## src/dccc_pkg.sv

```systemverilog
// Register map, fields, reset values and types of the command block.
package dccc_pkg;

    // Register addresses.
    localparam logic [7:0]  DCCC_ADDR_NODE_ADDRESS   = 8'h0A;
    localparam logic [7:0]  DCCC_ADDR_DEVICE_COMMAND = 8'h0C;
    localparam logic [7:0]  DCCC_ADDR_CHANNEL_COUNT  = 8'h0D;
    localparam logic [7:0]  DCCC_ADDR_DEVICE_CONFIG  = 8'h0E;
    localparam logic [7:0]  DCCC_ADDR_KEY_A_BASE     = 8'h80;
    localparam logic [7:0]  DCCC_ADDR_KEY_B_BASE     = 8'h84;

    // Command bit positions in device_command.
    localparam int          DCCC_BIT_SELF_RESET      = 7;
    localparam int          DCCC_BIT_SHUTDOWN        = 6;
    localparam int          DCCC_BIT_UP_WAKE         = 5;
    localparam int          DCCC_BIT_NVM_PROGRAM     = 4;
    localparam int          DCCC_BIT_ADDR_ASSIGN     = 3;

    // Address source bit in device_config.
    localparam int          DCCC_BIT_ADDR_SOURCE     = 4;

    // Field widths.
    localparam int          DCCC_ADDR_W              = 5;
    localparam int          DCCC_COUNT_W             = 5;
    localparam int          DCCC_CHANNELS            = 16;

    // Unlock key values needed for a save.
    localparam logic [31:0] DCCC_KEY_A_VALUE         = 32'h8C2D_B194;
    localparam logic [31:0] DCCC_KEY_B_VALUE         = 32'hA375_E60F;

    // Values after reset.
    localparam logic [4:0]  DCCC_RST_NODE_ADDRESS    = 5'h00;
    localparam logic [4:0]  DCCC_RST_CHANNEL_COUNT   = 5'h10;
    localparam logic        DCCC_RST_ADDR_SOURCE     = 1'b0;
    localparam logic [31:0] DCCC_RST_KEY             = 32'h0000_0000;
    localparam logic [7:0]  DCCC_RST_RDATA           = 8'h00;

    // Channel count and idle channel limits.
    localparam logic [4:0]  DCCC_MAX_CHANNEL_COUNT   = 5'h10;
    localparam logic [4:0]  DCCC_IDLE_WHEN_ZERO      = 5'h01;

    // State of a long-running operation.
    typedef enum logic {
        DCCC_OP_IDLE,
        DCCC_OP_BUSY
    } dccc_op_state_t;

endpackage : dccc_pkg

```

## src/dccc_ctrl.sv

```systemverilog
// Command and channel configuration register block of a stackable cell monitor.
//
// Chosen here: the address-and-strobe port.
`timescale 1ns/10ps

// Functional notes
// Self reset command reinitializes, reads zero.
// Shutdown command powers the device down.
// Upstream wake bit sends tone upward.
// Block upward traffic until wake completes.
// Wake bit reads one during tone.
// Nonvolatile save only with both keys matching.
// Program bit reads one during cycle.
// Host handles short powerdown period before save.
// Host avoids writes and shutdown while programming.
// GPIO source: assign samples pins, reads zero.
// Auto source: assign enters auto addressing.
// Auto assign clears after next received frame.
// Host writes zero to reserved bits.
// Channel count drops channels from sixteen down.
// Idle multiplexer channel equals channel count.
// Count zero makes idle channel input one.
// Mask faults, disable comparators beyond count.
// Host never programs count above sixteen.
// Node address writable only during auto assign.
// Source select: zero GPIO, one auto.
// Writing zero to command bits does nothing.
// Unkeyed program write ignored, reads zero.

module dccc_ctrl
    import dccc_pkg::*;
#(
    parameter int CHANNELS = DCCC_CHANNELS
) (
    input  wire logic                  ref_clk,            // Clock.
    input  wire logic                  resetn,             // Reset, active low.
    input  wire logic                  clk_en,             // Low freezes all state.
    input  wire logic [7:0]            reg_addr,           // Register address.
    input  wire logic [7:0]            reg_wdata,          // Write data.
    input  wire logic                  reg_wr,             // Write strobe.
    input  wire logic                  reg_rd,             // Read strobe.
    output logic      [7:0]            reg_rdata,          // Read data, one cycle late.
    input  wire logic                  frame_received,     // Frame end pulse.
    input  wire logic [DCCC_ADDR_W-1:0] gpio_addr_pins,    // Address pins.
    input  wire logic                  wake_tone_done,     // Wake tone end pulse.
    input  wire logic                  nvm_program_done,   // Save end pulse.
    input  wire logic [CHANNELS-1:0]   ov_fault_raw,       // Raw overvoltage.
    input  wire logic [CHANNELS-1:0]   uv_fault_raw,       // Raw undervoltage.
    output logic                       self_reset_pulse,   // Restart pulse.
    output logic                       shutdown_req,       // Power-down request.
    output logic                       wake_tone_start,    // Wake tone start.
    output logic                       upstream_block,     // Upward traffic held.
    output logic                       nvm_program_start,  // Save start.
    output logic                       nvm_busy,           // Save running.
    output logic                       auto_addr_mode,     // Auto addressing on.
    output logic [DCCC_ADDR_W-1:0]     node_address,       // Node address.
    output logic [DCCC_COUNT_W-1:0]    idle_channel,       // Idle channel.
    output logic [CHANNELS-1:0]        comparator_enable,  // Comparator enables.
    output logic [CHANNELS-1:0]        ov_fault_masked,    // Active overvoltage.
    output logic [CHANNELS-1:0]        uv_fault_masked     // Active undervoltage.
);

    // Address decoders.
    function automatic logic addr_hit(input logic [7:0] addr, input logic [7:0] target);
        addr_hit = (addr == target);
    endfunction : addr_hit

    function automatic logic key_hit(input logic [7:0] addr, input logic [7:0] base);
        key_hit = (addr[7:2] == base[7:2]);
    endfunction : key_hit

    logic                     soft_clear_reg;
    logic [DCCC_COUNT_W-1:0]  channel_count_reg;
    logic                     addr_source_reg;
    logic [DCCC_ADDR_W-1:0]   node_address_reg;
    logic                     auto_mode_reg;

    logic [31:0]              key_a_reg;
    logic [31:0]              key_b_reg;

    dccc_op_state_t           wake_state_reg;
    dccc_op_state_t           nvm_state_reg;

    logic [7:0]               rdata_next;
    logic [DCCC_COUNT_W-1:0]  clamped_count;
    logic [CHANNELS-1:0]      enable_next;

    logic wr_cmd;
    logic wr_count;
    logic wr_config;
    logic wr_node;

    logic keys_match;
    logic wake_go;
    logic nvm_go;
    logic assign_go;

    assign wr_cmd     = reg_wr && addr_hit(reg_addr, DCCC_ADDR_DEVICE_COMMAND);
    assign wr_count   = reg_wr && addr_hit(reg_addr, DCCC_ADDR_CHANNEL_COUNT);
    assign wr_config  = reg_wr && addr_hit(reg_addr, DCCC_ADDR_DEVICE_CONFIG);
    assign wr_node    = reg_wr && addr_hit(reg_addr, DCCC_ADDR_NODE_ADDRESS);

    assign keys_match = (key_a_reg == DCCC_KEY_A_VALUE) && (key_b_reg == DCCC_KEY_B_VALUE);

    // Only a one starts a command, so a zero never cancels a running operation.
    assign wake_go   = wr_cmd && reg_wdata[DCCC_BIT_UP_WAKE];
    // A program write while busy is dropped, not restarted.
    assign nvm_go    = wr_cmd && reg_wdata[DCCC_BIT_NVM_PROGRAM] && keys_match
                       && (nvm_state_reg == DCCC_OP_IDLE);
    assign assign_go = wr_cmd && reg_wdata[DCCC_BIT_ADDR_ASSIGN];

    // Self reset clears the registers one cycle after the write,
    // beside the pulse that restarts initialization.
    always_ff @(posedge ref_clk or negedge resetn) begin
        if (!resetn) begin
            soft_clear_reg   <= 1'b0;
            self_reset_pulse <= 1'b0;
        end else if (clk_en) begin
            soft_clear_reg   <= wr_cmd && reg_wdata[DCCC_BIT_SELF_RESET];
            self_reset_pulse <= wr_cmd && reg_wdata[DCCC_BIT_SELF_RESET];
        end
    end

    // Shutdown is held until the device loses power or is reset.
    always_ff @(posedge ref_clk or negedge resetn) begin
        if (!resetn) begin
            shutdown_req <= 1'b0;
        end else if (clk_en) begin
            if (soft_clear_reg) begin
                shutdown_req <= 1'b0;
            end else if (wr_cmd && reg_wdata[DCCC_BIT_SHUTDOWN]) begin
                shutdown_req <= 1'b1;
            end
        end
    end

    // Upward wake tone sequencing.
    always_ff @(posedge ref_clk or negedge resetn) begin
        if (!resetn) begin
            wake_state_reg  <= DCCC_OP_IDLE;
            wake_tone_start <= 1'b0;
            upstream_block  <= 1'b0;
        end else if (clk_en) begin
            wake_tone_start <= 1'b0;
            case (wake_state_reg)
                DCCC_OP_IDLE: begin
                    if (wake_go && !soft_clear_reg) begin
                        wake_state_reg  <= DCCC_OP_BUSY;
                        wake_tone_start <= 1'b1;
                        upstream_block  <= 1'b1;
                    end
                end
                DCCC_OP_BUSY: begin
                    if (wake_tone_done || soft_clear_reg) begin
                        wake_state_reg <= DCCC_OP_IDLE;
                        upstream_block <= 1'b0;
                    end
                end
                default: begin
                    wake_state_reg <= DCCC_OP_IDLE;
                    upstream_block <= 1'b0;
                end
            endcase
        end
    end

    // Save sequencing; a self reset does not abort a running save.
    always_ff @(posedge ref_clk or negedge resetn) begin
        if (!resetn) begin
            nvm_state_reg     <= DCCC_OP_IDLE;
            nvm_program_start <= 1'b0;
            nvm_busy          <= 1'b0;
        end else if (clk_en) begin
            nvm_program_start <= 1'b0;
            case (nvm_state_reg)
                DCCC_OP_IDLE: begin
                    if (nvm_go && !soft_clear_reg) begin
                        nvm_state_reg     <= DCCC_OP_BUSY;
                        nvm_program_start <= 1'b1;
                        nvm_busy          <= 1'b1;
                    end
                end
                DCCC_OP_BUSY: begin
                    if (nvm_program_done) begin
                        nvm_state_reg <= DCCC_OP_IDLE;
                        nvm_busy      <= 1'b0;
                    end
                end
                default: begin
                    nvm_state_reg <= DCCC_OP_IDLE;
                    nvm_busy      <= 1'b0;
                end
            endcase
        end
    end

    // Source select never alters the node address.
    always_ff @(posedge ref_clk or negedge resetn) begin
        if (!resetn) begin
            addr_source_reg <= DCCC_RST_ADDR_SOURCE;
        end else if (clk_en) begin
            if (soft_clear_reg) begin
                addr_source_reg <= DCCC_RST_ADDR_SOURCE;
            end else if (wr_config) begin
                addr_source_reg <= reg_wdata[DCCC_BIT_ADDR_SOURCE];
            end
        end
    end

    // Auto mode; an assign beside a frame end wins.
    always_ff @(posedge ref_clk or negedge resetn) begin
        if (!resetn) begin
            auto_mode_reg <= 1'b0;
        end else if (clk_en) begin
            if (soft_clear_reg) begin
                auto_mode_reg <= 1'b0;
            end else if (assign_go && addr_source_reg) begin
                auto_mode_reg <= 1'b1;
            end else if (frame_received) begin
                auto_mode_reg <= 1'b0;
            end
        end
    end

    // Node address: from the pins, or host-written in auto mode.
    always_ff @(posedge ref_clk or negedge resetn) begin
        if (!resetn) begin
            node_address_reg <= DCCC_RST_NODE_ADDRESS;
        end else if (clk_en) begin
            if (soft_clear_reg) begin
                node_address_reg <= DCCC_RST_NODE_ADDRESS;
            end else if (assign_go && !addr_source_reg) begin
                node_address_reg <= gpio_addr_pins;
            end else if (wr_node && auto_mode_reg) begin
                node_address_reg <= reg_wdata[DCCC_ADDR_W-1:0];
            end
        end
    end

    // Unlock keys, one byte per address, low byte at the base.
    always_ff @(posedge ref_clk or negedge resetn) begin
        if (!resetn) begin
            key_a_reg <= DCCC_RST_KEY;
            key_b_reg <= DCCC_RST_KEY;
        end else if (clk_en) begin
            if (soft_clear_reg) begin
                key_a_reg <= DCCC_RST_KEY;
                key_b_reg <= DCCC_RST_KEY;
            end else if (reg_wr) begin
                for (int i = 0; i < 4; i++) begin
                    if (key_hit(reg_addr, DCCC_ADDR_KEY_A_BASE) && (reg_addr[1:0] == 2'(i))) begin
                        key_a_reg[8*i +: 8] <= reg_wdata;
                    end
                    if (key_hit(reg_addr, DCCC_ADDR_KEY_B_BASE) && (reg_addr[1:0] == 2'(i))) begin
                        key_b_reg[8*i +: 8] <= reg_wdata;
                    end
                end
            end
        end
    end

    // Channel count; reserved upper bits are not stored.
    always_ff @(posedge ref_clk or negedge resetn) begin
        if (!resetn) begin
            channel_count_reg <= DCCC_RST_CHANNEL_COUNT;
        end else if (clk_en) begin
            if (soft_clear_reg) begin
                channel_count_reg <= DCCC_RST_CHANNEL_COUNT;
            end else if (wr_count) begin
                channel_count_reg <= reg_wdata[DCCC_COUNT_W-1:0];
            end
        end
    end

    // Reserved counts above sixteen act as sixteen.
    always_comb begin
        clamped_count = (channel_count_reg > DCCC_MAX_CHANNEL_COUNT) ? DCCC_MAX_CHANNEL_COUNT
                                                                     : channel_count_reg;
    end

    // Channels are kept from the lowest upward, so the top ones drop first.
    generate
        for (genvar g = 0; g < CHANNELS; g++) begin : g_chan
            assign enable_next[g] = (DCCC_COUNT_W'(g) < clamped_count);
        end
    endgenerate

    always_ff @(posedge ref_clk or negedge resetn) begin
        if (!resetn) begin
            comparator_enable <= '0;
            ov_fault_masked   <= '0;
            uv_fault_masked   <= '0;
            idle_channel      <= DCCC_IDLE_WHEN_ZERO;
        end else if (clk_en) begin
            comparator_enable <= enable_next;
            ov_fault_masked   <= ov_fault_raw & enable_next;
            uv_fault_masked   <= uv_fault_raw & enable_next;
            if (clamped_count == '0) begin
                idle_channel <= DCCC_IDLE_WHEN_ZERO;
            end else begin
                idle_channel <= clamped_count;
            end
        end
    end

    // Read mux; self reset and shutdown read zero.
    always_comb begin
        rdata_next = DCCC_RST_RDATA;
        if (addr_hit(reg_addr, DCCC_ADDR_DEVICE_COMMAND)) begin
            rdata_next[DCCC_BIT_UP_WAKE]     = (wake_state_reg == DCCC_OP_BUSY);
            rdata_next[DCCC_BIT_NVM_PROGRAM] = (nvm_state_reg == DCCC_OP_BUSY);
            rdata_next[DCCC_BIT_ADDR_ASSIGN] = auto_mode_reg;
        end else if (addr_hit(reg_addr, DCCC_ADDR_CHANNEL_COUNT)) begin
            rdata_next[DCCC_COUNT_W-1:0] = channel_count_reg;
        end else if (addr_hit(reg_addr, DCCC_ADDR_DEVICE_CONFIG)) begin
            rdata_next[DCCC_BIT_ADDR_SOURCE] = addr_source_reg;
        end else if (addr_hit(reg_addr, DCCC_ADDR_NODE_ADDRESS)) begin
            rdata_next[DCCC_ADDR_W-1:0] = node_address_reg;
        end else if (key_hit(reg_addr, DCCC_ADDR_KEY_A_BASE)) begin
            rdata_next = key_a_reg[8*reg_addr[1:0] +: 8];
        end else if (key_hit(reg_addr, DCCC_ADDR_KEY_B_BASE)) begin
            rdata_next = key_b_reg[8*reg_addr[1:0] +: 8];
        end
    end

    // Read data stands in each cycle after a cycle with reg_rd high and is zero otherwise.
    always_ff @(posedge ref_clk or negedge resetn) begin
        if (!resetn) begin
            reg_rdata <= DCCC_RST_RDATA;
        end else if (clk_en) begin
            reg_rdata <= reg_rd ? rdata_next : DCCC_RST_RDATA;
        end
    end

    // Registered copies driven straight out.
    always_ff @(posedge ref_clk or negedge resetn) begin
        if (!resetn) begin
            auto_addr_mode <= 1'b0;
            node_address   <= DCCC_RST_NODE_ADDRESS;
        end else if (clk_en) begin
            auto_addr_mode <= auto_mode_reg;
            node_address   <= node_address_reg;
        end
    end

endmodule : dccc_ctrl

```

## config.mk

```make
export PLATFORM = sky130hd
export DESIGN_NAME = dccc_ctrl
export DESIGN_NICKNAME = d
export VERILOG_FILES = /design/src/dccc_pkg.sv /design/src/dccc_ctrl.sv
export SDC_FILE = /design/constraint.sdc
export NUM_CORES = 1
export LEC_CHECK = 0
export ABC_AREA = 1
export BUFFER_PORTS_ARGS = -buffer_cell sky130_fd_sc_hd__clkbuf_2
export CAP_MARGIN = 20
export CELL_PAD_IN_SITES_DETAIL_PLACEMENT = 1
export CELL_PAD_IN_SITES_GLOBAL_PLACEMENT = 1
export CORE_ASPECT_RATIO = 1.75
export CORE_MARGIN = 3
export CORE_UTILIZATION = 44
export DETAILED_ROUTE_END_ITERATION = 10
export PLACE_DENSITY = 0.82
export SLEW_MARGIN = 0
export SYNTH_ARGS = -nofsm -noshare
export SYNTH_HDL_FRONTEND = slang
export SYNTH_SLANG_ARGS = --single-unit
```

## constraint.sdc

```tcl
create_clock -name ref_clk -period 4.5 [get_ports ref_clk]
set_clock_uncertainty 0.2 [all_clocks]
set_input_delay 0.225 -clock ref_clk [delete_from_list [all_inputs] [get_ports ref_clk]]
set_output_delay 0.225 -clock ref_clk [all_outputs]
set_load 0.03 [all_outputs]
```

==> out/metrics.yaml <==
status: "finished, final reports clean"
drt-pass1-iter-count: 5
crit_fanout: 11
cts_max_level: 4
fin_util_pct: 56.21
die_y_um: 174.7
drc: 0
antenna_found_initial: 0
crit_start: "soft_clear_reg"
cts_sinks: 151
postSynth.asyncResetShare_pct: 100.0
power_leakage_nw: 4.586
synth_warnings: 0
overflow: 0
rows: 61
ys_types: 41
ys_ff_latch: 151
die_w_um: 102.4
clock-root-buffer: "clkbuf_16"
worstSetupPathType: "reg2reg"
nets: 1098
slew_headroom_pct: 41.81
hpwlAfterDp_um: 17360
irDropWorstVdd_mv: 0.2724
maxCapViolCount: 0
postCtsSetupBuffers: 0
final_layout_size_suffix_gt1_share_pct: 20.67
synth_flop_cell: "dfrtp_1"
synth_fp_nets: 921
cts-buffers-inserted: 17
report.final.setup_viol: 0
crit_chain: "nand2_2, inv_2, o41ai_1, dlygate4sd3_1"
grt_max_degree: 92
end_kind: "flop"
ant_nets: 0
place.port_buffers: 133
die_area_um2: 17890
hp-class: "in2reg"
critical_path_required_ps: 4610
cp-start-kind: "flop"
critPathArrivalTime_ps: 2300
finalCritPeriodShare_pct: 48.61
r2r-end: "auto_mode_reg"
synth_edf_count: 0
finalMaxSlewViolations: 0
rsz0062_at_grt: "no"
r2r_slack_ps: 2310
final_common_cell: "nand2_1"
final_cell_mix: "nand2_1, dfrtp_1, clkbuf_2"
min_period_ps: 2187
syn_area_um2: 7154
dpl.cell_count: 1158
grt_pass1_vias: 7438
ios: 134
syn_avg_cell_area_um2: 8.319
drt_wl_total_um: 25360
route.vias.total: 6722
tns_ps: 0
seq_area_frac_synth_pct: 52.85
critPathSlowestCell: "dfrtp_1"
post-place-ws_ps: 2143
report.final.hold_viol_count: 0
cts_buffer_depth: 2
final_cells: 1240
via_per_inst: 5.421
fin_ws_ps: 2313
min_path_cells: 3
start_util_pct: 44.85
syn_inst: 860
wire_per_inst_um: 20.45
fmax_mhz: 457.2
holdPathEnd: "node_address[0]"
drt_iter0_markers: 284
syn_to_final_growth_pct: 25.32
place_area_um2: 7901
design_area_um2: 8966
grt_usage_pct: 29.29
grt_pass1_wl_um: 39740
cts_tree: "done"
tightest_slew_ps: 872.8
hp-start: "clk_en"
rr_startpoint: "soft_clear_reg"
clk_latency_ps: 430
cp_slowest_stage_delay_ps: 650
gp_congestion: 0.8842
core_area_um2: 15950
clk_pin_slew_ps: 70
r2r_cells: 4
power_density_nw_per_um2: 395.4
==> layout make-up <==
cell class,instances,area (um^2)
Timing Repair Buffer,186,1192
Tap cell,189,236.5
Clock buffer,18,429.2
Fill cell,1931,6985
Antenna cell,1,2.502
Multi-Input combinational cell,608,2898
Clock inverter,14,142.6
Inverter,73,284.0
Sequential cell,151,3781
==> worst max-delay path by stage <==
stage,end,cells past startpoint
4_1_cts,auto_mode_reg,4
3_3_place_gp,key_b_reg[6],7
3_5_place_dp,key_b_reg[4],7
6_report,auto_mode_reg,4
5_1_grt,node_address_reg[2],10
2_1_floorplan,key_a_reg[13],6
==> cells in the mapped netlist, types with 4 or more instances <==
master      n  area share, %
nor2_1     63            3.3
inv_1      62            3.3
inv_2       8           0.42
nand4_1     7           0.61
nand3_1    30            2.1
o21ai_0    47            3.3
nand2_1   312             16
buf_6       7            1.1
nor3_1      6           0.42
buf_2       8           0.56
nand2_2     9           0.79
o21ai_1    67            4.7
clkbuf_1    9           0.47
nor2_4      8            1.3
a31oi_4     6            1.8
a21oi_1    11           0.77
dfrtp_1   149             52
a22o_1     11            1.3
a32o_1      4           0.56
or2_0       4           0.35
==> logic make-up after synthesis <==
kind of cell / after synthesis / synth area share, %
simple gates: 451 / 26.86
compound gates: 157 / 13.64
flops: 151 / 52.85
buf+inv: 101 / 6.646
==> worst max-delay path: cells and delay by family, from the launching register on <==
family          cells  cell delay, ps
buf+inv             2             920
flops               1             650
simple gates        1             150
compound gates      1             140
==> routing by layer <==
layer  wire (um)  share of wire (%)  GRT usage (%)  vias up
met2       13730                 54          53.28      214
met3         967                3.8          4.874      110
met1        9023                 36          29.88     3268
met5           0                  0              0        -
met4        1636                6.5          18.50        0
li1            -                  -              -     3130
==> per-stage QoR <==
| step | hold slack, ps | power [mW] |
|---|---|---|
| final | 84.70 | 3.545 |
| after global routing | 98.19 | 3.684 |
| after CTS | 81.91 | 3.549 |
| after detailed placement | 154.0 | 2.109 |
| after global placement | 162.1 | 2.090 |
| after floorplan | -270.6 | 1.892 |
==> report_power, final <==
group | total, mW | internal [mW] | switching [mW]
combinational | 0.557 | 0.177 | 0.380
sequential | 1.58 | 1.48 | 0.0982
clock | 1.41 | 0.774 | 0.639
total | 3.55 | 2.43 | 1.12
==> what timing repair did <==
item | CTS | global route
endpoints found under the hold margin | 134 | 0
resized for setup | 0 | 0
hold buffers | 49 | 0
(Power assumes the default switching activity.)
